--- config.mk ---
export PLATFORM = sky130hd
export DESIGN_NAME = sci_top
export DESIGN_NICKNAME = d
export VERILOG_FILES = /design/src/inc/sci_pkg.sv /design/src/rtl/sci_prio.sv /design/src/rtl/sci_top.sv
export SDC_FILE = /design/constraint.sdc
export NUM_CORES = 1
export LEC_CHECK = 0
export ABC_CLOCK_PERIOD_IN_PS = 6200
export BUFFER_PORTS_ARGS = -buffer_cell sky130_fd_sc_hd__buf_4
export CAP_MARGIN = 20
export CORE_MARGIN = 2
export CORE_UTILIZATION = 56
export DETAILED_ROUTE_END_ITERATION = 10
export PLACE_DENSITY = 0.84
export SLEW_MARGIN = 40
export SYNTH_ARGS = -nofsm -noshare
export SYNTH_HDL_FRONTEND = slang
export SYNTH_SLANG_ARGS = --single-unit
--- constraint.sdc ---
create_clock -name clk_in -period 6.2 [get_ports clk_in]
set_input_delay 0.62 -clock clk_in [delete_from_list [all_inputs] [get_ports clk_in]]
set_output_delay 0.62 -clock clk_in [all_outputs]
set_load 0.01 [all_outputs]
--- src/inc/sci_pkg.sv ---
/*
 * constants for the per-channel serial interrupt logic: register offsets,
 * field positions, op codes, type codes and priority order.
 * assumes a 32-bit apb slave with one register per aligned word.
 */
// Behaviour
// - armed char count underflow sets its status bit and misc pending on extra char
// - armed sync loss in biphase mode sets status and misc pending after two missing clocks
// - armed rate generator zero count sets its status bit and misc pending
// - writing one unlatches a status bit; a recurring event sets it again at once
// - an unarmed source never sets its status bit
// - clearing an arm bit leaves the status bit as it is
// - read gives under-service in bits 13-8, pending in 5-0, top bits zero
// - set under-service plus clear-both on same type leaves under-service cleared
// - set under-service with that type unselected in clear-both sets it
// - enables read in bits 5-0; op 0x none, 10 clear, 11 set selected enables
// - interrupt request only while master enable is one
// - disable-lower-chain forces chain enable output low
// - no-vector: acknowledge drives no vector nor wait, but still sets under-service
// - vector status field chooses which types modify the vector
// - allowed type returns modified vector with code in bits 3-1, else plain vector
// - vector upper byte read only, bits 15-12 and 8 mirror the lower byte
// - type code names highest pending type regardless of under-service
// - vector read does not depend on the vector status field
// - acknowledge while requesting with chain input high sets winner's under-service
// - an under-service bit blocks requests of its type and all lower types
// - request needs pending, enable, master enable, chain in high, no service at or above its type
package sci_pkg;
   // register byte offsets
   localparam logic [7:0] OFF_MISC_STATUS = 8'h00;
   localparam logic [7:0] OFF_ARM         = 8'h04;
   localparam logic [7:0] OFF_PEND_SVC    = 8'h08;
   localparam logic [7:0] OFF_INT_CTRL    = 8'h0c;
   localparam logic [7:0] OFF_VECTOR      = 8'h10;
   localparam logic [7:0] OFF_CHAN_CMD    = 8'h14;
   // command field of the channel command register, bits 15-11
   localparam int         CMD_LSB         = 11;
   localparam logic [4:0] CMD_RESET_HIGH  = 5'h02;
   // op field positions
   localparam int         SVC_OP_LSB      = 14;
   localparam int         SVC_SEL_LSB     = 8;
   localparam int         PEND_OP_LSB     = 6;
   localparam int         MIE_BIT         = 15;
   localparam int         DLC_BIT         = 14;
   localparam int         NV_BIT          = 13;
   localparam int         VIS_LSB         = 9;
   // op codes
   localparam logic [1:0] OP_CLR          = 2'h2;
   localparam logic [1:0] OP_SET          = 2'h3;
   localparam logic [1:0] OP_CLR_BOTH     = 2'h1;
   // type indices, in order of rising priority; type code is index + 1
   localparam int         T_MISC          = 0;
   localparam int         T_IOP           = 1;
   localparam int         T_TD            = 2;
   localparam int         T_TS            = 3;
   localparam int         T_RD            = 4;
   localparam int         T_RS            = 5;
   localparam int         NTYPES          = 6;
   localparam logic [2:0] CODE_NONE       = 3'h0;
   // reset values
   localparam logic [5:0] TYPES_RST       = 6'h00;
   localparam logic [7:0] BYTE_RST        = 8'h00;
   localparam logic [3:0] NIB_RST         = 4'h0;
endpackage : sci_pkg

--- src/rtl/sci_prio.sv ---
/*
 * fixed priority encoder over the six interrupt types.
 * assumes bit 5 is the highest priority and the type code is index + 1.
 */
`timescale 1ns/10ps
module sci_prio
(
   input  wire logic [5:0] req_in,
   output logic      [5:0] one_hot_out,
   output logic      [2:0] code_out
);
   // scan upward so the highest set bit wins
   always_comb
   begin
      one_hot_out = 6'h00;
      code_out    = sci_pkg::CODE_NONE;
      for (int i = 0; i < sci_pkg::NTYPES; i++)
      begin
         if (req_in[i])
         begin
            one_hot_out = 6'h00;
            one_hot_out[i] = 1'b1;
            code_out = 3'(i + 1);
         end
      end
   end
endmodule : sci_prio

--- src/rtl/sci_top.sv ---
/*
 * per-channel interrupt logic: misc status latches, pending and
 * under-service latches, enables, channel options and the vector.
 * assumes source event inputs are one-cycle pulses synchronous to clk_in,
 * and that the acknowledge input is one pulse per acknowledge cycle.
 */
// Register access over APB and the register offsets were chosen for this implementation.
`timescale 1ns/10ps
module sci_top
(
   input  wire logic        clk_in,
   input  wire logic        rst_n_in,
   input  wire logic        psel_in,
   input  wire logic        penable_in,
   input  wire logic        pwrite_in,
   input  wire logic [7:0]  paddr_in,
   input  wire logic [31:0] pwdata_in,
   input  wire logic [3:0]  pstrb_in,
   output logic      [31:0] prdata_out,
   output logic             pready_out,
   output logic             pslverr_out,
   input  wire logic        char_after_zero_in,
   input  wire logic        biphase_mode_in,
   input  wire logic        two_missing_clk_in,
   input  wire logic        rate_gen_one_zero_in,
   input  wire logic        rate_gen_zero_zero_in,
   input  wire logic [3:0]  set_pending_in,
   input  wire logic        chain_enable_in,
   input  wire logic        int_ack_in,
   output logic             irq_out,
   output logic             chain_enable_out,
   output logic             ack_won_out,
   output logic             vector_drive_out,
   output logic      [7:0]  vector_out,
   output logic             wait_drive_out,
   output logic      [5:0]  pending_out
);
   logic [3:0]  misc_status_ff;
   logic [3:0]  misc_recur_ff;
   logic [3:0]  arm_ff;
   logic [5:0]  pending_ff;
   logic [5:0]  service_ff;
   logic [5:0]  enable_ff;
   logic        mie_ff;
   logic        dlc_ff;
   logic        nv_ff;
   logic [3:0]  vis_ff;
   logic [7:0]  vector_ff;
   logic [3:0]  misc_event;
   logic        wr;
   logic        rd;
   logic        hit;
   logic        lo_ok;
   logic        hi_ok;
   logic [5:0]  svc_mask;
   logic [5:0]  type_req;
   logic        any_req;
   logic [5:0]  win_oh;
   logic [2:0]  win_code;
   logic [2:0]  pend_code;
   logic [5:0]  svc_oh;
   logic        vis_ok;
   logic [7:0]  mod_vector;
   logic [31:0] nxt_prdata;
   logic        ack_take;

   // zero-wait apb: every access completes in its first access cycle
   assign wr    = psel_in && penable_in && pwrite_in;
   assign rd    = psel_in && penable_in && !pwrite_in;
   assign lo_ok = pstrb_in[0];
   assign hi_ok = pstrb_in[1];
   assign hit   = (paddr_in == sci_pkg::OFF_MISC_STATUS) || (paddr_in == sci_pkg::OFF_ARM)
               || (paddr_in == sci_pkg::OFF_PEND_SVC) || (paddr_in == sci_pkg::OFF_INT_CTRL)
               || (paddr_in == sci_pkg::OFF_VECTOR) || (paddr_in == sci_pkg::OFF_CHAN_CMD);

   // gated source events; an unarmed source is simply dropped
   assign misc_event[3] = arm_ff[3] && char_after_zero_in;
   assign misc_event[2] = arm_ff[2] && biphase_mode_in && two_missing_clk_in;
   assign misc_event[1] = arm_ff[1] && rate_gen_one_zero_in;
   assign misc_event[0] = arm_ff[0] && rate_gen_zero_zero_in;

   // under-service of a type masks itself and everything below it
   always_comb
   begin
      svc_mask = 6'h00;
      for (int i = 0; i < sci_pkg::NTYPES; i++)
      begin
         for (int j = i; j < sci_pkg::NTYPES; j++)
         begin
            if (service_ff[j])
            begin
               svc_mask[i] = 1'b1;
            end
         end
      end
   end

   assign type_req = pending_ff & enable_ff & ~svc_mask
                   & {6{mie_ff && chain_enable_in}};
   assign any_req  = |type_req;
   assign ack_take = int_ack_in && any_req && chain_enable_in;

   sci_prio u_win
   (
      .req_in      (type_req),
      .one_hot_out (win_oh),
      .code_out    (win_code)
   );

   sci_prio u_pend
   (
      .req_in      (pending_ff),
      .one_hot_out (),
      .code_out    (pend_code)
   );

   sci_prio u_svc
   (
      .req_in      (service_ff),
      .one_hot_out (svc_oh),
      .code_out    ()
   );

   // which winning types may put their code into the vector
   always_comb
   begin
      vis_ok = 1'b0;
      if (vis_ff[3])
      begin
         case (vis_ff[2:0])
            3'h0, 3'h1: vis_ok = 1'b1;
            3'h2:       vis_ok = win_code >= 3'h2;
            3'h3:       vis_ok = win_code >= 3'h3;
            3'h4:       vis_ok = win_code >= 3'h4;
            3'h5:       vis_ok = win_code >= 3'h5;
            3'h6:       vis_ok = win_code == 3'h6;
            default:    vis_ok = 1'b0;
         endcase
      end
   end

   // modified vector: code replaces bits 3-1, the rest mirrors the base
   assign mod_vector = {vector_ff[7:4], pend_code, vector_ff[0]};

   // misc status latches; a recurrence while latched re-sets on unlatch
   always_ff @(posedge clk_in or negedge rst_n_in)
   begin
      if (!rst_n_in)
      begin
         misc_status_ff <= sci_pkg::NIB_RST;
         misc_recur_ff  <= sci_pkg::NIB_RST;
      end
      else
      begin
         for (int i = 0; i < 4; i++)
         begin
            if (wr && lo_ok && paddr_in == sci_pkg::OFF_MISC_STATUS && pwdata_in[i])
            begin
               // set wins over clear in the same cycle
               misc_status_ff[i] <= misc_recur_ff[i] || misc_event[i];
               misc_recur_ff[i]  <= 1'b0;
            end
            else if (misc_event[i])
            begin
               misc_status_ff[i] <= 1'b1;
               misc_recur_ff[i]  <= misc_status_ff[i];
            end
         end
      end
   end

   // arm bits; status is never touched here
   always_ff @(posedge clk_in or negedge rst_n_in)
   begin
      if (!rst_n_in)
      begin
         arm_ff <= sci_pkg::NIB_RST;
      end
      else if (wr && lo_ok && paddr_in == sci_pkg::OFF_ARM)
      begin
         arm_ff <= pwdata_in[3:0];
      end
   end

   // pending latches: hardware sets win over software clears
   always_ff @(posedge clk_in or negedge rst_n_in)
   begin
      if (!rst_n_in)
      begin
         pending_ff <= sci_pkg::TYPES_RST;
      end
      else
      begin
         logic [5:0] p;
         logic [5:0] sel;
         logic [1:0] op;
         p   = pending_ff;
         sel = pwdata_in[5:0];
         op  = pwdata_in[sci_pkg::PEND_OP_LSB +: 2];
         if (wr && lo_ok && paddr_in == sci_pkg::OFF_PEND_SVC)
         begin
            if (op == sci_pkg::OP_SET)
            begin
               p = p | sel;
            end
            else if (op == sci_pkg::OP_CLR || op == sci_pkg::OP_CLR_BOTH)
            begin
               p = p & ~sel;
            end
         end
         p[sci_pkg::T_MISC] = p[sci_pkg::T_MISC] | (|misc_event);
         p[4:1] = p[4:1] | set_pending_in;
         pending_ff <= p;
      end
   end

   // under-service latches: ack, software ops, reset-highest command
   always_ff @(posedge clk_in or negedge rst_n_in)
   begin
      if (!rst_n_in)
      begin
         service_ff <= sci_pkg::TYPES_RST;
      end
      else
      begin
         logic [5:0] s;
         logic [1:0] op;
         s  = service_ff;
         op = pwdata_in[sci_pkg::SVC_OP_LSB +: 2];
         if (wr && paddr_in == sci_pkg::OFF_PEND_SVC)
         begin
            // upper byte first so a clear-both in the lower byte overrides it
            if (hi_ok && op == sci_pkg::OP_SET)
            begin
               s = s | pwdata_in[13:8];
            end
            else if (hi_ok && op == sci_pkg::OP_CLR)
            begin
               s = s & ~pwdata_in[13:8];
            end
            if (lo_ok && pwdata_in[sci_pkg::PEND_OP_LSB +: 2] == sci_pkg::OP_CLR_BOTH)
            begin
               s = s & ~pwdata_in[5:0];
            end
         end
         if (wr && hi_ok && paddr_in == sci_pkg::OFF_CHAN_CMD
             && pwdata_in[sci_pkg::CMD_LSB +: 5] == sci_pkg::CMD_RESET_HIGH)
         begin
            s = s & ~svc_oh;
         end
         if (ack_take)
         begin
            s = s | win_oh;
         end
         service_ff <= s;
      end
   end

   // enables and channel options
   always_ff @(posedge clk_in or negedge rst_n_in)
   begin
      if (!rst_n_in)
      begin
         enable_ff <= sci_pkg::TYPES_RST;
         mie_ff    <= 1'b0;
         dlc_ff    <= 1'b0;
         nv_ff     <= 1'b0;
         vis_ff    <= sci_pkg::NIB_RST;
      end
      else if (wr && paddr_in == sci_pkg::OFF_INT_CTRL)
      begin
         if (lo_ok && pwdata_in[sci_pkg::PEND_OP_LSB +: 2] == sci_pkg::OP_SET)
         begin
            enable_ff <= enable_ff | pwdata_in[5:0];
         end
         else if (lo_ok && pwdata_in[sci_pkg::PEND_OP_LSB +: 2] == sci_pkg::OP_CLR)
         begin
            enable_ff <= enable_ff & ~pwdata_in[5:0];
         end
         if (hi_ok)
         begin
            mie_ff <= pwdata_in[sci_pkg::MIE_BIT];
            dlc_ff <= pwdata_in[sci_pkg::DLC_BIT];
            nv_ff  <= pwdata_in[sci_pkg::NV_BIT];
            vis_ff <= pwdata_in[sci_pkg::VIS_LSB +: 4];
         end
      end
   end

   // base vector; the upper byte is derived, so writes to it go nowhere
   always_ff @(posedge clk_in or negedge rst_n_in)
   begin
      if (!rst_n_in)
      begin
         vector_ff <= sci_pkg::BYTE_RST;
      end
      else if (wr && lo_ok && paddr_in == sci_pkg::OFF_VECTOR)
      begin
         vector_ff <= pwdata_in[7:0];
      end
   end

   // read mux
   always_comb
   begin
      nxt_prdata = 32'h0000_0000;
      if (paddr_in == sci_pkg::OFF_MISC_STATUS)
      begin
         nxt_prdata[3:0] = misc_status_ff;
      end
      else if (paddr_in == sci_pkg::OFF_ARM)
      begin
         nxt_prdata[3:0] = arm_ff;
      end
      else if (paddr_in == sci_pkg::OFF_PEND_SVC)
      begin
         nxt_prdata[15:0] = {2'h0, service_ff, 2'h0, pending_ff};
      end
      else if (paddr_in == sci_pkg::OFF_INT_CTRL)
      begin
         nxt_prdata[15:0] = {mie_ff, dlc_ff, nv_ff, vis_ff, 1'b0, 2'h0, enable_ff};
      end
      else if (paddr_in == sci_pkg::OFF_VECTOR)
      begin
         nxt_prdata[15:0] = {mod_vector, vector_ff};
      end
   end

   // apb answer registered: pready rises at the start of the access phase, one cycle after setup
   always_ff @(posedge clk_in or negedge rst_n_in)
   begin
      if (!rst_n_in)
      begin
         pready_out  <= 1'b0;
         pslverr_out <= 1'b0;
         prdata_out  <= 32'h0000_0000;
      end
      else
      begin
         pready_out  <= psel_in && !penable_in;
         pslverr_out <= psel_in && !penable_in && !hit;
         prdata_out  <= (psel_in && !penable_in && !pwrite_in) ? nxt_prdata : 32'h0000_0000;
      end
   end

   // chain and acknowledge outputs, all registered
   always_ff @(posedge clk_in or negedge rst_n_in)
   begin
      if (!rst_n_in)
      begin
         irq_out          <= 1'b0;
         chain_enable_out <= 1'b0;
         ack_won_out      <= 1'b0;
         vector_drive_out <= 1'b0;
         wait_drive_out   <= 1'b0;
         vector_out       <= sci_pkg::BYTE_RST;
         pending_out      <= sci_pkg::TYPES_RST;
      end
      else
      begin
         irq_out <= any_req;
         // a pending request here also blocks the chain below
         chain_enable_out <= chain_enable_in && !dlc_ff && !any_req && !(|service_ff);
         ack_won_out      <= ack_take;
         vector_drive_out <= ack_take && !nv_ff;
         wait_drive_out   <= ack_take && !nv_ff;
         vector_out <= vis_ok ? {vector_ff[7:4], win_code, vector_ff[0]} : vector_ff;
         pending_out <= pending_ff;
      end
   end
endmodule : sci_top

==> qor.csv <==
metric,value,unit
floorplan row count,31,
standard cell core area,7214,sq um
post-detail-place hpwl,8127,um
"Top FF cell, synth",dfrtp_1,
slew at the pin closest to its max-slew limit,804.0,ps
Hold Fails Final Rpt,0,
count of hold buffers inserted by post-cts repair,0,
Sum Neg Setup Slack,0,ps
proportion of synthesized chip area in sequential cells,48.94,%
# H-tree levels,3,
count of fill cells added during filler insertion,609,
async set-or-reset flop fraction in the synthesized netlist,100.0,%
HP Class,input port to async pin,
ratio of total power to cell area,206.9,nW/um^2
Total Routing Usage GR,27.71,%
# setup viols final,0,
latest clock arrival within the worst-skew pair,360,ps
Worst slew margin,45.91,%
length of the first detailed-routing pass in iterations,4,
total CTS buffers,9,
grt total ovfl,0,
WP data required,6440,ps
number of resized instances in the post-cts repair step,0,
Placed Instance Area,4688,sq um
number of sinks driven by the clock tree,81,
via count of the first global-routing pass,3419,
nets,538,
cell types with the largest area share after synthesis,"dfrtp_1 49%, mux2_2 5.7%, nand2_1 3.5%, buf_4 3.4%, nand3_1 3.1%",
average instance area after synthesis,10.25,sq um
layout cells sized above 1,26.51,%
Initial Utilization,57.41,%
"commonest non-fill, non-tap cells in the layout","81 x dfrtp_1, 78 x buf_4, 39 x nand2_1",
post-layout instance count excluding filler cells,578,
initial antenna violation count,0,
max frequency,416.3,MHz
first-pass GRT wire length,17600,um
run status,finished clean,
distinct cell type count of the synthesized netlist,57,
vias post-DR,3495,
number of violations of the max-capacitance limit,0,
maximum number of pins on one net before global-route repair,82,
number of buffers inserted by post-CTS setup repair,0,
share of Yosys cell area claimed by the top area cell type,48.94,%
remaining routing DRC violations,0,
type of the setup path with the least slack,input port to flop,
number of storage elements in the synthesis netlist,81,
count of warnings emitted by yosys,0,
Critical Path Source Type,input port,
setup repair after global routing missed its margin,false,
"CTS clk-pin slew, worst paths",80,ps
Final GP Congestion,0.9335,
antenna-violating nets left,0,
drt total wl,11040,um
TritonCTS clock tree,yes,
initial DRC count,247,
die outline area,8099,sq um
maximum fanout along the worst path,11,
master of the slowest instance on the critical path,or4_1,
number of instances in the placed design,562,
Post-Syn Instances,404,
number of enable-type register cells in the synthesized netlist,0,
clock root buffer,clkbuf_8,
peak per-stage delay on the critical path,710,ps
Worst Clk Skew,13.27,ps
IO Count,113,
final-report max-slew violation count,0,
number of vias per cell,6.047,
Mapped Area,4141,sq um
Layout Cell Area excl Fill,4877,sq um
average routed wire per standard cell,19.10,um
Worst Setup End Kind,flop,
number of buffers added on ports,78,
utilization of the core after routing,67.60,%
Pleak,2.298,nW
ANT cells,0,
Synth-to-Final Area Change,17.76,%
"critical path, cell by cell",buf_4 -> or4_1 -> nor3_4 -> nand2_2 -> mux2_4,
Crit path arrival time,2650,ps
maximum buffer depth of the clock tree,2,
library cell with the largest summed area after synthesis,dfrtp_1,
height of the chip,90.00,um
Peak supply drop,105.9,uV
minimum period implied by the final worst setup slack,2402,ps
die boundary width,90.00,um
fin crit share,38.74,%
"commonest non-fill, non-tap cell in the layout",dfrtp_1,
-- cell usage after synthesis, types with 3 or more instances --
master     instances
a21oi_1           21
a221o_1            5
a221oi_1           4
a22oi_1            5
a2bb2oi_1          3
a31oi_1            6
and3_1             7
and4_1             4
buf_2              4
buf_4             19
buf_6              3
clkbuf_1           9
dfrtp_1           81
ha_1               4
inv_1             10
mux2_2            21
mux2_4             4
mux2i_1            7
nand2_1           39
nand2b_1           5
nand3_1           26
nand3b_1           5
nand4_1           10
nor2_1            25
nor2b_1            3
nor3_1             8
o21ai_0           15
o2bb2ai_1          4
o31ai_1            4
or3_1              5
or4_1              3
-- flip-flops by register name, indices dropped and copies added (netlist names), named ones only --
signal,flops
ack_won_out,1
arm_ff,4
chain_enable_out,1
dlc_ff,1
irq_out,1
mie_ff,1
misc_recur_ff,4
misc_status_ff,4
nv_ff,1
pending_ff,6
pending_out,6
prdata_out,16
pready_out,1
pslverr_out,1
service_ff,6
vector_ff,8
vector_out,8
vis_ff,4
wait_drive_out,1
-- logic make-up (layout without fill, tap and decap cells) --
group	count (synthesis)	count (layout)	share of synthesized area (%)
simple gates	157	157	20.70
fa+ha+maj	4	4	1.209
compound gates	84	84	13.75
mux	32	32	8.852
flops	81	81	48.94
other cells	1	16	0.09055
buf+inv	45	105	6.465
-- path summary, 6_finish.rpt --
| check | to | cells after the start | start | slack, ps |
|---|---|---|---|---|
| worst max-delay path | vector_ff[4] | 5 | paddr_in[3] | 3800 |
| worst min-delay path | chain_enable_out | 1 | rst_n_in | 290 |
| worst max register to register | vector_out[1] | 5 | service_ff[4] | 4050 |
| worst min register to register | vector_out[5] | 0 | vector_ff[5] | 440 |
| max in group asynchronous | async pin | 1 | rst_n_in | 5410 |
| min in group clk_in | vector_out[5] | 0 | vector_ff[5] | 440 |
-- stage by stage --
step	power [mW]	setup WS, ps	hold WS (ps)
after global routing	1.041	3722	372.3
after detailed placement	0.6327	3479	418.5
after global placement	0.6303	3479	412.2
final	1.009	3798	290.4
after CTS	1.010	3846	323.0
after floorplan	0.5901	4116	324.4
-- report_power, final --
| part | total, mW | internal (mW) | switching, mW | leakage, nW |
|---|---|---|---|---|
| clock | 0.386 | 0.188 | 0.198 | 0.0868 |
| combinational | 0.0793 | 0.0310 | 0.0483 | 1.13 |
| sequential | 0.544 | 0.536 | 0.00764 | 1.08 |
| total | 1.01 | 0.755 | 0.254 | 2.30 |
-- final cells by class --
type                       count  area, sq um  area share (%)
timing repair buffer          79        596.8           12.24
inverter                      10        37.54          0.7696
sequential                    81         2027           41.56
tap                           99        123.9           2.540
multi-input combinational    293         1903           39.02
clock buffer                  12        135.1           2.771
clock inverter                 4        53.80           1.103
-- worst max-delay path: cells and delay by family --
family | cells | cell delay [ps]
multiplexers | 1 | 370
AND/OR/NAND/NOR | 3 | 1500
buffers and inverters | 1 | 150
-- layer usage --
| metal | GRT usage (%) | vias up | share of wire, % |
|---|---|---|---|
| li1 | - | 1588 | - |
| met1 | 38.88 | 1709 | 44 |
| met2 | 43.94 | 176 | 47 |
| met3 | 3.940 | 22 | 7.3 |
| met4 | 11.15 | 0 | 2.4 |
| met5 | 0 | - | 0 |
Power figures use the tool's default switching activity.
